===== config.mk =====
export PLATFORM = sky130hd
export DESIGN_NAME = rxcmd_gen
export DESIGN_NICKNAME = d
export VERILOG_FILES = /design/src/rtl/rxcmd_pkg.sv /design/src/rtl/rxcmd_encode.sv /design/src/rtl/change_detect.sv /design/src/rtl/rxcmd_gen.sv
export SDC_FILE = /design/constraint.sdc
export NUM_CORES = 1
export LEC_CHECK = 0
export BUFFER_PORTS_ARGS = -buffer_cell sky130_fd_sc_hd__buf_4
export CAP_MARGIN = 20
export CORE_UTILIZATION = 52
export CTS_BUF_LIST = sky130_fd_sc_hd__clkbuf_4 sky130_fd_sc_hd__clkbuf_8
export DETAILED_ROUTE_END_ITERATION = 7
export PLACE_DENSITY = 0.87
export SYNTH_ARGS = -nofsm -noshare
export SYNTH_HDL_FRONTEND = slang
export SYNTH_SLANG_ARGS = --single-unit
export TNS_END_PERCENT = 30

===== constraint.sdc =====
create_clock -name clk -period 4.7 [get_ports clk]
set_clock_uncertainty 0.05 [all_clocks]
set_input_delay 0 -clock clk [delete_from_list [all_inputs] [get_ports clk]]
set_output_delay 0 -clock clk [all_outputs]
set_load 0.005 [all_outputs]

===== src/rtl/rxcmd_pkg.sv =====
// Purpose: Shared constants for the receive status byte generator
// Assumes: APB with 32-bit data, one aligned word per register
// Notes: Offsets are byte addresses
package rxcmd_pkg;
	// Register byte offsets
	localparam logic [7:0] ctrl_off = 8'h00;
	localparam logic [7:0] status_off = 8'h04;
	localparam logic [7:0] mask_off = 8'h08;
	localparam logic [7:0] last_off = 8'h0c;
	// Control fields
	localparam int ctrl_en_bit = 0;
	localparam int ctrl_force_bit = 1;
	localparam logic [1:0] ctrl_reset = 2'h1;
	// Status and mask fields
	localparam int ev_sent_bit = 0;
	localparam int ev_line_bit = 1;
	localparam int ev_comp_bit = 2;
	localparam int ev_rx_bit = 3;
	localparam int ev_width = 4;
	localparam logic [3:0] mask_reset = 4'h0;
	// Status byte field positions
	localparam int line_lsb = 0;
	localparam int vbus_lsb = 2;
	localparam int event_lsb = 4;
	localparam int id_bit = 6;
	localparam int alt_bit = 7;
	// Encoded bus voltage
	localparam logic [1:0] vbus_below_end = 2'h0;
	localparam logic [1:0] vbus_above_end = 2'h1;
	localparam logic [1:0] vbus_sess_valid = 2'h2;
	localparam logic [1:0] vbus_valid = 2'h3;
	// Encoded receive events
	localparam logic [1:0] rx_none = 2'h0;
	localparam logic [1:0] rx_active_code = 2'h1;
	localparam logic [1:0] rx_error_code = 2'h3;
	localparam logic [1:0] rx_disconnect = 2'h2;
	typedef enum logic [2:0] {
		st_idle, st_turn_on, st_send, st_rx_start, st_rx, st_turn_off
	} state_type;
endpackage


===== src/rtl/rxcmd_encode.sv =====
// Purpose: Builds the receive status byte from live status
// Assumes: All inputs synchronous to the bus clock
// Notes: Purely combinational
module rxcmd_encode (
	input wire logic dp,
	input wire logic dm,
	input wire logic sess_end,
	input wire logic sess_vld,
	input wire logic vbus_vld,
	input wire logic rx_active,
	input wire logic rx_error,
	input wire logic host_disc,
	input wire logic id_pin,
	input wire logic alt_int,
	output logic [7:0] byte_out
);
	logic [1:0] vbus_code;
	logic [1:0] ev_code;

	always_comb begin
		if (vbus_vld)
			vbus_code = rxcmd_pkg::vbus_valid;
		else if (sess_vld)
			vbus_code = rxcmd_pkg::vbus_sess_valid;
		else if (sess_end)
			vbus_code = rxcmd_pkg::vbus_below_end;
		else
			vbus_code = rxcmd_pkg::vbus_above_end;
		if (host_disc)
			ev_code = rxcmd_pkg::rx_disconnect;
		else if (rx_active && rx_error)
			ev_code = rxcmd_pkg::rx_error_code;
		else if (rx_active)
			ev_code = rxcmd_pkg::rx_active_code;
		else
			ev_code = rxcmd_pkg::rx_none;
		byte_out = 8'h00;
		// Line state, plus line low, minus line high
		byte_out[rxcmd_pkg::line_lsb] = dp;
		byte_out[rxcmd_pkg::line_lsb + 1] = dm;
		byte_out[rxcmd_pkg::vbus_lsb +: 2] = vbus_code;
		byte_out[rxcmd_pkg::event_lsb +: 2] = ev_code;
		byte_out[rxcmd_pkg::id_bit] = id_pin;
		byte_out[rxcmd_pkg::alt_bit] = alt_int;
	end
endmodule


===== src/rtl/change_detect.sv =====
// Purpose: Flags a change of a sampled status vector
// Assumes: Input synchronous to clk
// Notes: Pulse is combinational, one cycle per change
module change_detect #(
	parameter int width = 2
) (
	input wire logic clk,
	input wire logic resetn,
	input wire logic [width-1:0] cur,
	output logic changed
);
	logic [width-1:0] prev_q;
	logic [width-1:0] prev_d;

	always_comb begin
		prev_d = cur;
		changed = (cur != prev_q);
	end

	always_ff @(posedge clk or negedge resetn) begin
		if (!resetn)
			prev_q <= '0;
		else
			prev_q <= prev_d;
	end
endmodule


===== src/rtl/rxcmd_gen.sv =====
// Purpose: Decides when to send the receive status byte, and drives it
// Assumes: Status and link pins synchronous to clk
// Notes: Byte shows status sampled one cycle before it is driven
// Summary of operation
// - Status bytes only in synchronous mode and while the device owns the bus.
// - Send a status byte when the line state changes.
// - Send a status byte when a bus voltage or ID comparator changes.
// - During receive every cycle with direction high, next low carries status.
// - At start-up, send status once direction is low and stop is low.
// - On return to synchronous mode, send status once stop is low.
// - Events during transmit wait until stop has dropped.
// - The byte reflects status sampled one cycle before it is driven.
// - Bits one and zero carry the line state.
// - Bits three and two encode bus voltage level.
// - Bits five and four encode receive events.
// - Bit six equals the ID pin level.
// - Bit seven flags a pending unmasked non-USB interrupt.
// - Line state bit zero follows plus line, bit one minus line.
// - Every direction change has one undriven turnaround cycle.
// - Direction and next rising together mark receive start, not status.
module rxcmd_gen (
	input wire logic clk,
	input wire logic resetn,
	input wire logic psel,
	input wire logic penable,
	input wire logic pwrite,
	input wire logic [7:0] paddr,
	input wire logic [31:0] pwdata,
	output logic [31:0] prdata,
	output logic pready,
	output logic pslverr,
	output logic irq,
	input wire logic sync_mode,
	input wire logic stp,
	input wire logic tx_busy,
	input wire logic rx_active,
	input wire logic rx_error,
	input wire logic rx_valid,
	input wire logic [7:0] rx_data,
	input wire logic host_disc,
	input wire logic dp,
	input wire logic dm,
	input wire logic sess_end,
	input wire logic sess_vld,
	input wire logic vbus_vld,
	input wire logic id_pin,
	input wire logic alt_int,
	output logic dir,
	output logic nxt,
	output logic [7:0] data_out,
	output logic data_oe
);
	rxcmd_pkg::state_type state_q, state_d;
	logic dir_q, dir_d, nxt_q, nxt_d, oe_q, oe_d;
	logic [7:0] data_q, data_d, rxcmd;
	logic evt_q, evt_d, boot_q, boot_d, exit_q, exit_d;
	logic sync_q, sync_d, req, line_chg, comp_chg, sent;
	logic [1:0] ctrl_q, ctrl_d;
	logic [3:0] stat_q, stat_d, mask_q, mask_d, ev;
	logic [7:0] last_q, last_d;
	logic [31:0] rdata_q, rdata_d;
	logic ready_q, ready_d, err_q, err_d, irq_q, irq_d;
	logic access, hit;

	////////////////////////////////////////////////////////////////////
	rxcmd_encode u_enc (
		.dp(dp),
		.dm(dm),
		.sess_end(sess_end),
		.sess_vld(sess_vld),
		.vbus_vld(vbus_vld),
		.rx_active(rx_active),
		.rx_error(rx_error),
		.host_disc(host_disc),
		.id_pin(id_pin),
		.alt_int(alt_int),
		.byte_out(rxcmd)
	);

	change_detect #(.width(2)) u_line (
		.clk(clk),
		.resetn(resetn),
		.cur({dm, dp}),
		.changed(line_chg)
	);

	change_detect #(.width(4)) u_comp (
		.clk(clk),
		.resetn(resetn),
		.cur({id_pin, vbus_vld, sess_vld, sess_end}),
		.changed(comp_chg)
	);

	////////////////////////////////////////////////////////////////////
	always_comb begin
		sent = oe_q && dir_q && !nxt_q;
		sync_d = sync_mode;
		// Events merge in one flag, set wins over clear
		evt_d = evt_q;
		boot_d = boot_q;
		exit_d = exit_q;
		if (sent) begin
			evt_d = 1'b0;
			boot_d = 1'b0;
			exit_d = 1'b0;
		end
		if (line_chg || comp_chg)
			evt_d = 1'b1;
		if (sync_mode && !sync_q)
			exit_d = 1'b1;
		// Only in sync mode, never during transmit or stop
		req = sync_mode && ctrl_q[rxcmd_pkg::ctrl_en_bit] && !tx_busy &&
			!stp && (evt_q || exit_q || boot_q ||
			ctrl_q[rxcmd_pkg::ctrl_force_bit]);
		state_d = state_q;
		unique case (state_q)
			rxcmd_pkg::st_idle: begin
				if (sync_mode && rx_active && !tx_busy)
					state_d = rxcmd_pkg::st_rx_start;
				else if (req)
					state_d = rxcmd_pkg::st_turn_on;
			end
			rxcmd_pkg::st_turn_on:
				state_d = rxcmd_pkg::st_send;
			rxcmd_pkg::st_send: begin
				if (rx_active)
					state_d = rxcmd_pkg::st_rx;
				else
					state_d = rxcmd_pkg::st_turn_off;
			end
			rxcmd_pkg::st_rx_start:
				state_d = rxcmd_pkg::st_rx;
			rxcmd_pkg::st_rx: begin
				// End of receive still reported in a byte
				if (!rx_active)
					state_d = rxcmd_pkg::st_send;
			end
			rxcmd_pkg::st_turn_off:
				state_d = rxcmd_pkg::st_idle;
		endcase
		if (!sync_mode)
			state_d = rxcmd_pkg::st_idle;
		// Turnaround states leave the bus undriven
		dir_d = state_d inside {rxcmd_pkg::st_turn_on, rxcmd_pkg::st_send,
			rxcmd_pkg::st_rx_start, rxcmd_pkg::st_rx};
		oe_d = state_d inside {rxcmd_pkg::st_send, rxcmd_pkg::st_rx};
		// Receive start flagged by next with direction
		nxt_d = (state_d == rxcmd_pkg::st_rx_start) ||
			(state_d == rxcmd_pkg::st_rx && rx_valid && rx_active);
		// Status byte whenever next is low and the bus is driven
		data_d = nxt_d ? rx_data : rxcmd;
		if (!oe_d)
			data_d = 8'h00;
	end

	always_ff @(posedge clk or negedge resetn) begin
		if (!resetn) begin
			state_q <= rxcmd_pkg::st_idle;
			dir_q <= 1'b0;
			nxt_q <= 1'b0;
			oe_q <= 1'b0;
			data_q <= 8'h00;
			evt_q <= 1'b0;
			// Start-up byte is owed from reset
			boot_q <= 1'b1;
			exit_q <= 1'b0;
			sync_q <= 1'b0;
		end else begin
			state_q <= state_d;
			dir_q <= dir_d;
			nxt_q <= nxt_d;
			oe_q <= oe_d;
			data_q <= data_d;
			evt_q <= evt_d;
			boot_q <= boot_d;
			exit_q <= exit_d;
			sync_q <= sync_d;
		end
	end

	////////////////////////////////////////////////////////////////////
	// Answer in the second access cycle so every output is a flop
	always_comb begin
		access = psel && penable && !ready_q;
		hit = paddr inside {rxcmd_pkg::ctrl_off, rxcmd_pkg::status_off,
			rxcmd_pkg::mask_off, rxcmd_pkg::last_off};
		ev = '0;
		ev[rxcmd_pkg::ev_sent_bit] = sent;
		ev[rxcmd_pkg::ev_line_bit] = line_chg;
		ev[rxcmd_pkg::ev_comp_bit] = comp_chg;
		ev[rxcmd_pkg::ev_rx_bit] = state_q == rxcmd_pkg::st_rx_start;
		ctrl_d = ctrl_q;
		mask_d = mask_q;
		stat_d = stat_q;
		last_d = sent ? data_q : last_q;
		rdata_d = rdata_q;
		ready_d = access;
		err_d = access && !hit;
		if (sent && !rx_active)
			ctrl_d[rxcmd_pkg::ctrl_force_bit] = 1'b0;
		if (access && pwrite) begin
			if (paddr == rxcmd_pkg::ctrl_off)
				ctrl_d = pwdata[1:0];
			if (paddr == rxcmd_pkg::mask_off)
				mask_d = pwdata[3:0];
		end
		if (access && !pwrite) begin
			unique case (paddr)
				rxcmd_pkg::ctrl_off: rdata_d = {30'h0, ctrl_q};
				rxcmd_pkg::status_off: rdata_d = {28'h0, stat_q};
				rxcmd_pkg::mask_off: rdata_d = {28'h0, mask_q};
				rxcmd_pkg::last_off: rdata_d = {24'h0, last_q};
				default: rdata_d = 32'h0;
			endcase
			if (paddr == rxcmd_pkg::status_off)
				stat_d = 4'h0;
		end
		// New events win over the read clear
		stat_d = stat_d | ev;
		irq_d = |(stat_d & mask_d);
	end

	always_ff @(posedge clk or negedge resetn) begin
		if (!resetn) begin
			ctrl_q <= rxcmd_pkg::ctrl_reset;
			mask_q <= rxcmd_pkg::mask_reset;
			stat_q <= 4'h0;
			last_q <= 8'h00;
			rdata_q <= 32'h0;
			ready_q <= 1'b0;
			err_q <= 1'b0;
			irq_q <= 1'b0;
		end else begin
			ctrl_q <= ctrl_d;
			mask_q <= mask_d;
			stat_q <= stat_d;
			last_q <= last_d;
			rdata_q <= rdata_d;
			ready_q <= ready_d;
			err_q <= err_d;
			irq_q <= irq_d;
		end
	end

	always_comb begin
		prdata = rdata_q;
		pready = ready_q;
		pslverr = err_q;
		irq = irq_q;
		dir = dir_q;
		nxt = nxt_q;
		data_out = data_q;
		data_oe = oe_q;
	end

	////////////////////////////////////////////////////////////////////
	chk_sync_only: assert property (@(posedge clk) disable iff (!resetn)
		$rose(dir_q) |-> $past(sync_mode))
		else $error("bus taken outside sync mode");
	chk_turn_on_gap: assert property (@(posedge clk) disable iff (!resetn)
		$rose(dir_q) |-> !oe_q)
		else $error("bus driven in turnaround on take");
	chk_turn_off_gap: assert property (@(posedge clk) disable iff (!resetn)
		$fell(dir_q) |-> !oe_q ##1 !dir_q)
		else $error("no turnaround on release");
	chk_rx_start: assert property (@(posedge clk) disable iff (!resetn)
		$rose(dir_q) && nxt_q |-> $past(rx_active) ##1 dir_q)
		else $error("receive start without receive");
	chk_byte_fresh: assert property (@(posedge clk) disable iff (!resetn)
		dir_q && oe_q && !nxt_q |-> data_q == $past(rxcmd))
		else $error("status byte stale");
	chk_tx_hold: assert property (@(posedge clk) disable iff (!resetn)
		$rose(dir_q) && !nxt_q |-> !$past(tx_busy) && !$past(stp))
		else $error("status sent during transmit");
	chk_line_event: assert property (@(posedge clk) disable iff (!resetn)
		line_chg && state_q == rxcmd_pkg::st_idle && sync_mode && !req &&
		!tx_busy && !stp && ctrl_q[rxcmd_pkg::ctrl_en_bit] && !rx_active
		|=> ##2 dir_q && oe_q && !nxt_q)
		else $error("line change not reported");
	chk_send_shape: assert property (@(posedge clk) disable iff (!resetn)
		$rose(dir_q) && !nxt_q |=> oe_q && !nxt_q)
		else $error("status byte not driven after take");
	chk_merge_clear: assert property (@(posedge clk) disable iff (!resetn)
		sent && !line_chg && !comp_chg |=> !evt_q)
		else $error("pending event survives send");
	chk_rx_status: assert property (@(posedge clk) disable iff (!resetn)
		state_q == rxcmd_pkg::st_rx && !nxt_q |-> oe_q && dir_q)
		else $error("receive gap without status");
	cov_send: cover property (@(posedge clk) disable iff (!resetn)
		$rose(dir_q) && !nxt_q ##1 sent ##1 !dir_q);
	cov_rx: cover property (@(posedge clk) disable iff (!resetn)
		state_q == rxcmd_pkg::st_rx_start ##1 nxt_q ##1 !nxt_q);
	cov_irq: cover property (@(posedge clk) disable iff (!resetn)
		$rose(irq_q));
endmodule


## After elaboration in Yosys (flattened, before gate mapping)

Index checks and enable logic that the tools add are counted.
W data, S select, Z words.

| storage, ports and cells | value |
|---|---|
| flip-flop bits (word level) | 77 |
| bits of input ports | 67 |
| output and inout bits | 46 |
| logic and storage cells | 101 |

| operators by class | value |
|---|---|
| equal/unequal tests | 14 |
| mux-type cells | 25 |
| bitwise operators | 2 |
| reductions and logical operators | 40 |

Operators by type and width:

| cell | number |
|---|---|
| $pmux W8 S4 | 1 |
| $logic_and A1 B1 Y1 | 18 |
| $pmux W3 S6 | 1 |
| $eq A8 B4 Y1 const B | 2 |
| $mux W4 | 4 |
| $mux W8 | 2 |
| $eq A3 B2 Y1 const B | 4 |
| $mux W2 | 6 |
| $mux W3 | 4 |
| $eq A3 B3 Y1 const B | 3 |
| $eq A8 B3 Y1 const B | 1 |
| $logic_not A1 Y1 | 8 |
| $logic_not A8 Y1 | 1 |
| $reduce_bool A4 Y1 | 2 |
| $mux W1 | 7 |
| $eq A3 B1 Y1 const B | 2 |
| $reduce_bool A2 Y1 | 3 |
| $logic_or A1 B1 Y1 | 5 |
| $and A4 B4 Y4 | 1 |
| $ne A4 B4 Y1 | 1 |
| $or A4 B4 Y4 | 1 |
| $reduce_or A4 Y1 | 1 |
| $logic_not A3 Y1 | 1 |
| $ne A2 B2 Y1 | 1 |
| $reduce_and A2 Y1 | 1 |

## Longest topological paths before layout

| depth | value |
|---|---|
| word-level depth | 14 |
| depth in mapped cells | 8 |
| mapped depth without buffers | 7 |

## Modules after synthesis

Synthesis repeated with hierarchy kept, for this count alone.

| second synthesis, totals | value |
|---|---|
| cell total of the unflattened synthesis | 233 |
| area, all modules | 2,601.2 um^2 |

Modules (own cells, without submodules):

| module | times used | cells each | area an instance (um^2) |
|---|---|---|---|
| rxcmd_gen | 1 | 211 | 2,331.0 |
| change_detect (u_comp) | 1 | 9 | 141.4 |
| change_detect (u_line) | 1 | 5 | 71.3 |
| rxcmd_encode | 1 | 8 | 57.6 |

## Worst setup path after synthesis

No wires, ideal clock.

| timing | value |
|---|---|
| path kind | reg2reg |
| start | register ctrl_q[1] |
| end | register data_q[0] (netlist: data_out[0]) |
| arrival time | 1.995 ns |
| data required time | 4.584 ns |
| setup slack | 2.589 ns |
| stages on the path, launching flop included | 7 |
| path buffers | 0 |
| period minus slack after synthesis | 2.111 ns |
| path through | dfrtp_1 > or4_4 > a221oi_4 > o211a_4 > nand3_4 > nor3b_4 > a22o_1 |

| on the way | value |
|---|---|
| cells in the longest elaborated chain, start to end | 12 |
| elaborated cells on any way between the ends | 15 |

Ends and longest elaborated chain:

| what | line | RTL |
|---|---|---|
| start, declared | rxcmd_gen.sv:58 | `logic [1:0] ctrl_q, ctrl_d;` |
| start signal, assigned | rxcmd_gen.sv:225 | `ctrl_q <= rxcmd_pkg::ctrl_reset;` |
| start signal, assigned | rxcmd_gen.sv:234 | `ctrl_q <= ctrl_d;` |
| $logic_or A1 B1 Y1 * | rxcmd_gen.sv:113 | `!stp && (evt_q \|\| exit_q \|\| boot_q \|\|` |
| $logic_and A1 B1 Y1 * | rxcmd_gen.sv:113 |  |
| $mux W3 * | rxcmd_gen.sv:120 | `else if (req)` |
| $mux W3 * | rxcmd_gen.sv:118 | `if (sync_mode && rx_active && !tx_busy)` |
| $pmux W3 S6 * | rxcmd_gen.sv:116 | `unique case (state_q)` |
| $mux W3 * | rxcmd_gen.sv:141 | `if (!sync_mode)` |
| named net state_d[2] | rxcmd_gen.sv:53 | `rxcmd_pkg::state_type state_q, state_d;` |
| $eq A3 B3 Y1 | rxcmd_gen.sv:146, rxcmd_gen.sv:149 |  |
| $logic_and A1 B1 Y1 (2 in series) | rxcmd_gen.sv:149 | `(state_d == rxcmd_pkg::st_rx && rx_valid && rx_active);` |
| $logic_or A1 B1 Y1 | rxcmd_gen.sv:148 | `nxt_d = (state_d == rxcmd_pkg::st_rx_start) \|\|` |
| $mux W8 | rxcmd_gen.sv:151 | `data_d = nxt_d ? rx_data : rxcmd;` |
| $mux W8 * | rxcmd_gen.sv:152 | `if (!oe_d)` |
| named net data_d[0] | rxcmd_gen.sv:55 | `logic [7:0] data_q, data_d, rxcmd;` |
| end signal, assigned | rxcmd_gen.sv:173 | `data_q <= data_d;` |
| end, declared | rxcmd_gen.sv:55 |  |

Mark *: on every way through the listed nets, which the timed path passes. The rest lies on a longest branch.
A chain may end at the register's enable or synchronous reset.

## Worst setup path in the final report

| timing | value |
|---|---|
| start | register ctrl_q[1] |
| end | register data_q[5] (netlist: data_out[5]) |

The elaborated chain is that of the path after synthesis.

==> reports/summary.txt <==
ROUTING
--------------------------------------------------------------------------------------
Count of TritonRoute iterations in the first routing pass                            4
Average via count per standard cell                                               5.32
Wire length per cell                                                           15.3 um
Number of antenna-violating nets in the routed design                                0
Via count                                                                         1890
DRC violation count after routing                                                    0
Final Routed Wirelength                                                        5450 um
1st-iter DRT viols                                                                 119

SETUP PATH
--------------------------------------------------------------------------------------
Worst setup path start                                                       ctrl_q[1]
Peak per-stage delay on the critical path                                      0.58 ns
Critical path, cell by cell                                               or4_4, a221oi_4, o211a_4, nand3_4, nor3b_4, a22o_1, dlygate4sd3_1
Worst setup path class                                                      reg -> reg
Crit path capture type                                                            flop
Startpoint kind of the worst setup timing path                                    flop
Kind of cell with the highest combined delay on the critical path         simple AND/OR/NAND/NOR gates
Startpoint of the worst register-to-register path                            ctrl_q[1]
Buffers and inverters on the worst path                                              1
Data required time of the critical path                                        4.89 ns
Critical path arrival                                                          3.18 ns
Largest driver fanout on the critical path                                           8
Cell with the largest stage delay on the worst path                              or4_4

CLOCK TREE
--------------------------------------------------------------------------------------
CTS tree                                                                           yes
TritonCTS sink count                                                                53
Total clock buffers created by CTS                                                   5
Clock slew at the register clock pins of the worst setup and hold paths        0.10 ns
Post-CTS Setup Inserts                                                               0
Largest buffer count on any clock path                                               2
CTS H-Tree Depth                                                                     2
Clock latency reported for the late side of the worst-skew pair                0.31 ns
Root buf cell                                                                 clkbuf_8

POWER AND IR DROP
--------------------------------------------------------------------------------------
Switching part of the total power                                                30.1%
Worst IR drop on VDD                                                          0.227 mV
Total chip power                                                               1340 uW
Design internal power                                                           936 uW
Ratio of total power to cell area                                           400 nW/um2
Switching power                                                                 404 uW
Static Leakage                                                              0.00164 uW
Comb pwr share                                                                   31.6%
Proportion of power drawn by the clock network                                   24.1%
Part of the total power dissipated in sequential elements                        44.3%

PLACE
--------------------------------------------------------------------------------------
Pre-CTS WS                                                                     2.32 ns
DP Wirelength                                                                  3510 um
Port bufs                                                                           60
Cell area after placement                                                     2930 um2
Number of placed cells counting well taps                                          317
Placer congestion estimate                                                       0.854

SYNTHESIS
--------------------------------------------------------------------------------------
Count of yosys warnings during synthesis                                             0
Part of the Yosys area used for sequential elements                              52.4%
Async set-or-reset flop fraction in the synthesized netlist                       100%
Post-synthesis sequential element count                                             53
Synth unique cells                                                                  52
Cell taking the most area after synthesis                                      dfrtp_1
Instance count of the mapped netlist                                               210
Top-count cell post-synth                                                      dfrtp_1
Post-Synthesis Mean Instance Area                                             12.1 um2
Most used flip-flop cell after synthesis                                       dfrtp_1
Ranking of synthesized cells by area                                      dfrtp_1, buf_4, mux2_2
Fraction of synthesized cell area taken by the top area cell type                50.3%
Cell area after technology mapping                                            2530 um2
Number of flops mapped to enable cells by yosys                                      0
Most frequent cells after synthesis                                       dfrtp_1, buf_4, nand2_1, mux2_2, a22o_1

TIMING
--------------------------------------------------------------------------------------
Setup repair after global routing missed its margin                                 no
Final hold viol count                                                                0
Fmax achieved                                                                  335 MHz
Worst path setup slack after routing                                           1.71 ns
Min cycle time layout                                                          2.99 ns
Pins Over Slew Limit                                                                 0
Normalized max-slew margin                                                       57.4%
Final setup violation count                                                          0
Slew of the pin with the lowest slew margin                                   0.638 ns
Post-route clock period utilization                                              63.6%
Sum Neg Setup Slack                                                               0 ns

GRT
--------------------------------------------------------------------------------------
Number of antenna violations at the first check in global routing                    0
Total Routing Usage GR                                                           22.5%
Vias in the first global route                                                    1857
GR Overflow Total                                                                    0
Maximum number of pins on one net before global-route repair                        54
Global-route wire length before repair                                         8710 um

FLOORPLAN
--------------------------------------------------------------------------------------
Area of the core                                                              4690 um2
Die area                                                                      5160 um2
Number of placement rows                                                            25
Starting density of the core                                                     54.0%
Die span in y                                                                  71.8 um
Io pins                                                                            113
Floorplan die width                                                            71.8 um

FINISH
--------------------------------------------------------------------------------------
Layout cell share with drive strength beyond 1                                   33.6%
Finished Layout Cells                                                              355
Antenna fix cells                                                                    0
Number of nets in the layout                                                       367
Area growth from synthesis to layout                                             32.2%
Fin area                                                                      3350 um2

FLOW RUN
--------------------------------------------------------------------------------------
Max-cap violations                                                                   0

STATUS
--------------------------------------------------------------------------------------
Run status                                                                finished clean

MIN PATH
--------------------------------------------------------------------------------------
Worst min-delay path class                                                   in -> reg
Startpoint of the worst hold path                                              penable

## final timing paths
check / slack [ns] / depth (start not counted) / to
worst max register to register: 1.71 / 7 / data_out[5]
worst min-delay path: 0.02 / 3 / pslverr
worst max-delay path: 1.71 / 7 / data_out[5]
worst min register to register: 0.38 / 1 / exit_q
max in group asynchronous: 3.96 / 2 / u_line.prev_q[0]
min in group asynchronous: 0.21 / 2 / irq
## kinds of logic after synthesis
group	after synthesis	synth area share, %
AND/OR/NAND/NOR	52	13.0
flip-flops	53	52.4
XOR/XNOR	7	2.42
multiplexers	17	8.69
buffers and inverters	39	9.53
AO/OA/AOI/OAI	41	13.8
other	1	0.148
## cell type report
class	instances	area, um2
fillers	320	1340
inverters	9	33.8
clock buffers	6	82.6
repair buffers	90	751
multi-input cells	141	1050
clock inverters	2	37.5
flip-flops and latches	53	1330
well taps	54	67.6
## routing by layer
layer	share of wire, %	global-route usage [%]	vias up
met5	0	0	-
met4	3.0	10.0	0
met3	5.1	4.92	15
met2	52	40.0	73
met1	40	26.1	930
li1	-	-	872
## registers in the layout (all words and copies together) (netlist names), 2 cells and up
register and flops:
ctrl_q 2, data_out 8, last_q 8, mask_q 4, prdata 8, stat_q 4
state_q 3, u_comp.prev_q 4, u_line.prev_q 2
## power groups by stage
stage / combinational [uW] / sequential, uW / clock (uW)
3_3_place_gp: 373 / 599 / 0
2_1_floorplan: 261 / 589 / 0
3_5_place_dp: 385 / 601 / 0
5_1_grt: 468 / 601 / 347
4_1_cts: 420 / 591 / 327
6_report: 424 / 594 / 322
## what timing repair did
action | 4_1_cts | 5_1_grt
hold buffers | 30 | 0
gates resized for setup | 0 | 0
endpoints found under the setup margin | 0 | 0
endpoints found under the hold margin | 81 | 0
## layout by cell type, fill, tap and decap left out, drive strengths merged, types with 3 or more instances in the layout
| master | count |
|---|---|
| nor2b | 3 |
| a21oi | 4 |
| a22o | 11 |
| a21o | 3 |
| inv | 9 |
| buf | 60 |
| nor2 | 5 |
| nand2 | 19 |
| mux2 | 14 |
| xnor2 | 6 |
| nand3b | 3 |
| dlygate4sd3 | 30 |
| nand3 | 5 |
| o21ai | 7 |
| o2111ai | 3 |
| clkbuf | 6 |
| dfrtp | 51 |
| conb | 24 |
## per-stage QoR
stage	hold slack (ns)	util (%)
floorplan	-0.346	-
CTS	0.00315	71.4
detailed placement	0.0183	62.5
global placement	0.0116	62.5
global route	0.0369	71.4
finish	0.0183	71.4
## worst reg2reg max path: stages, from the launching register on
cell,delay (ns)
dfrtp_1,0.41
or4_4,0.58
a221oi_4,0.30
o211a_4,0.25
nand3_4,0.09
nor3b_4,0.46
a22o_1,0.22
dlygate4sd3_1,0.57
(Power assumes the default switching activity.)
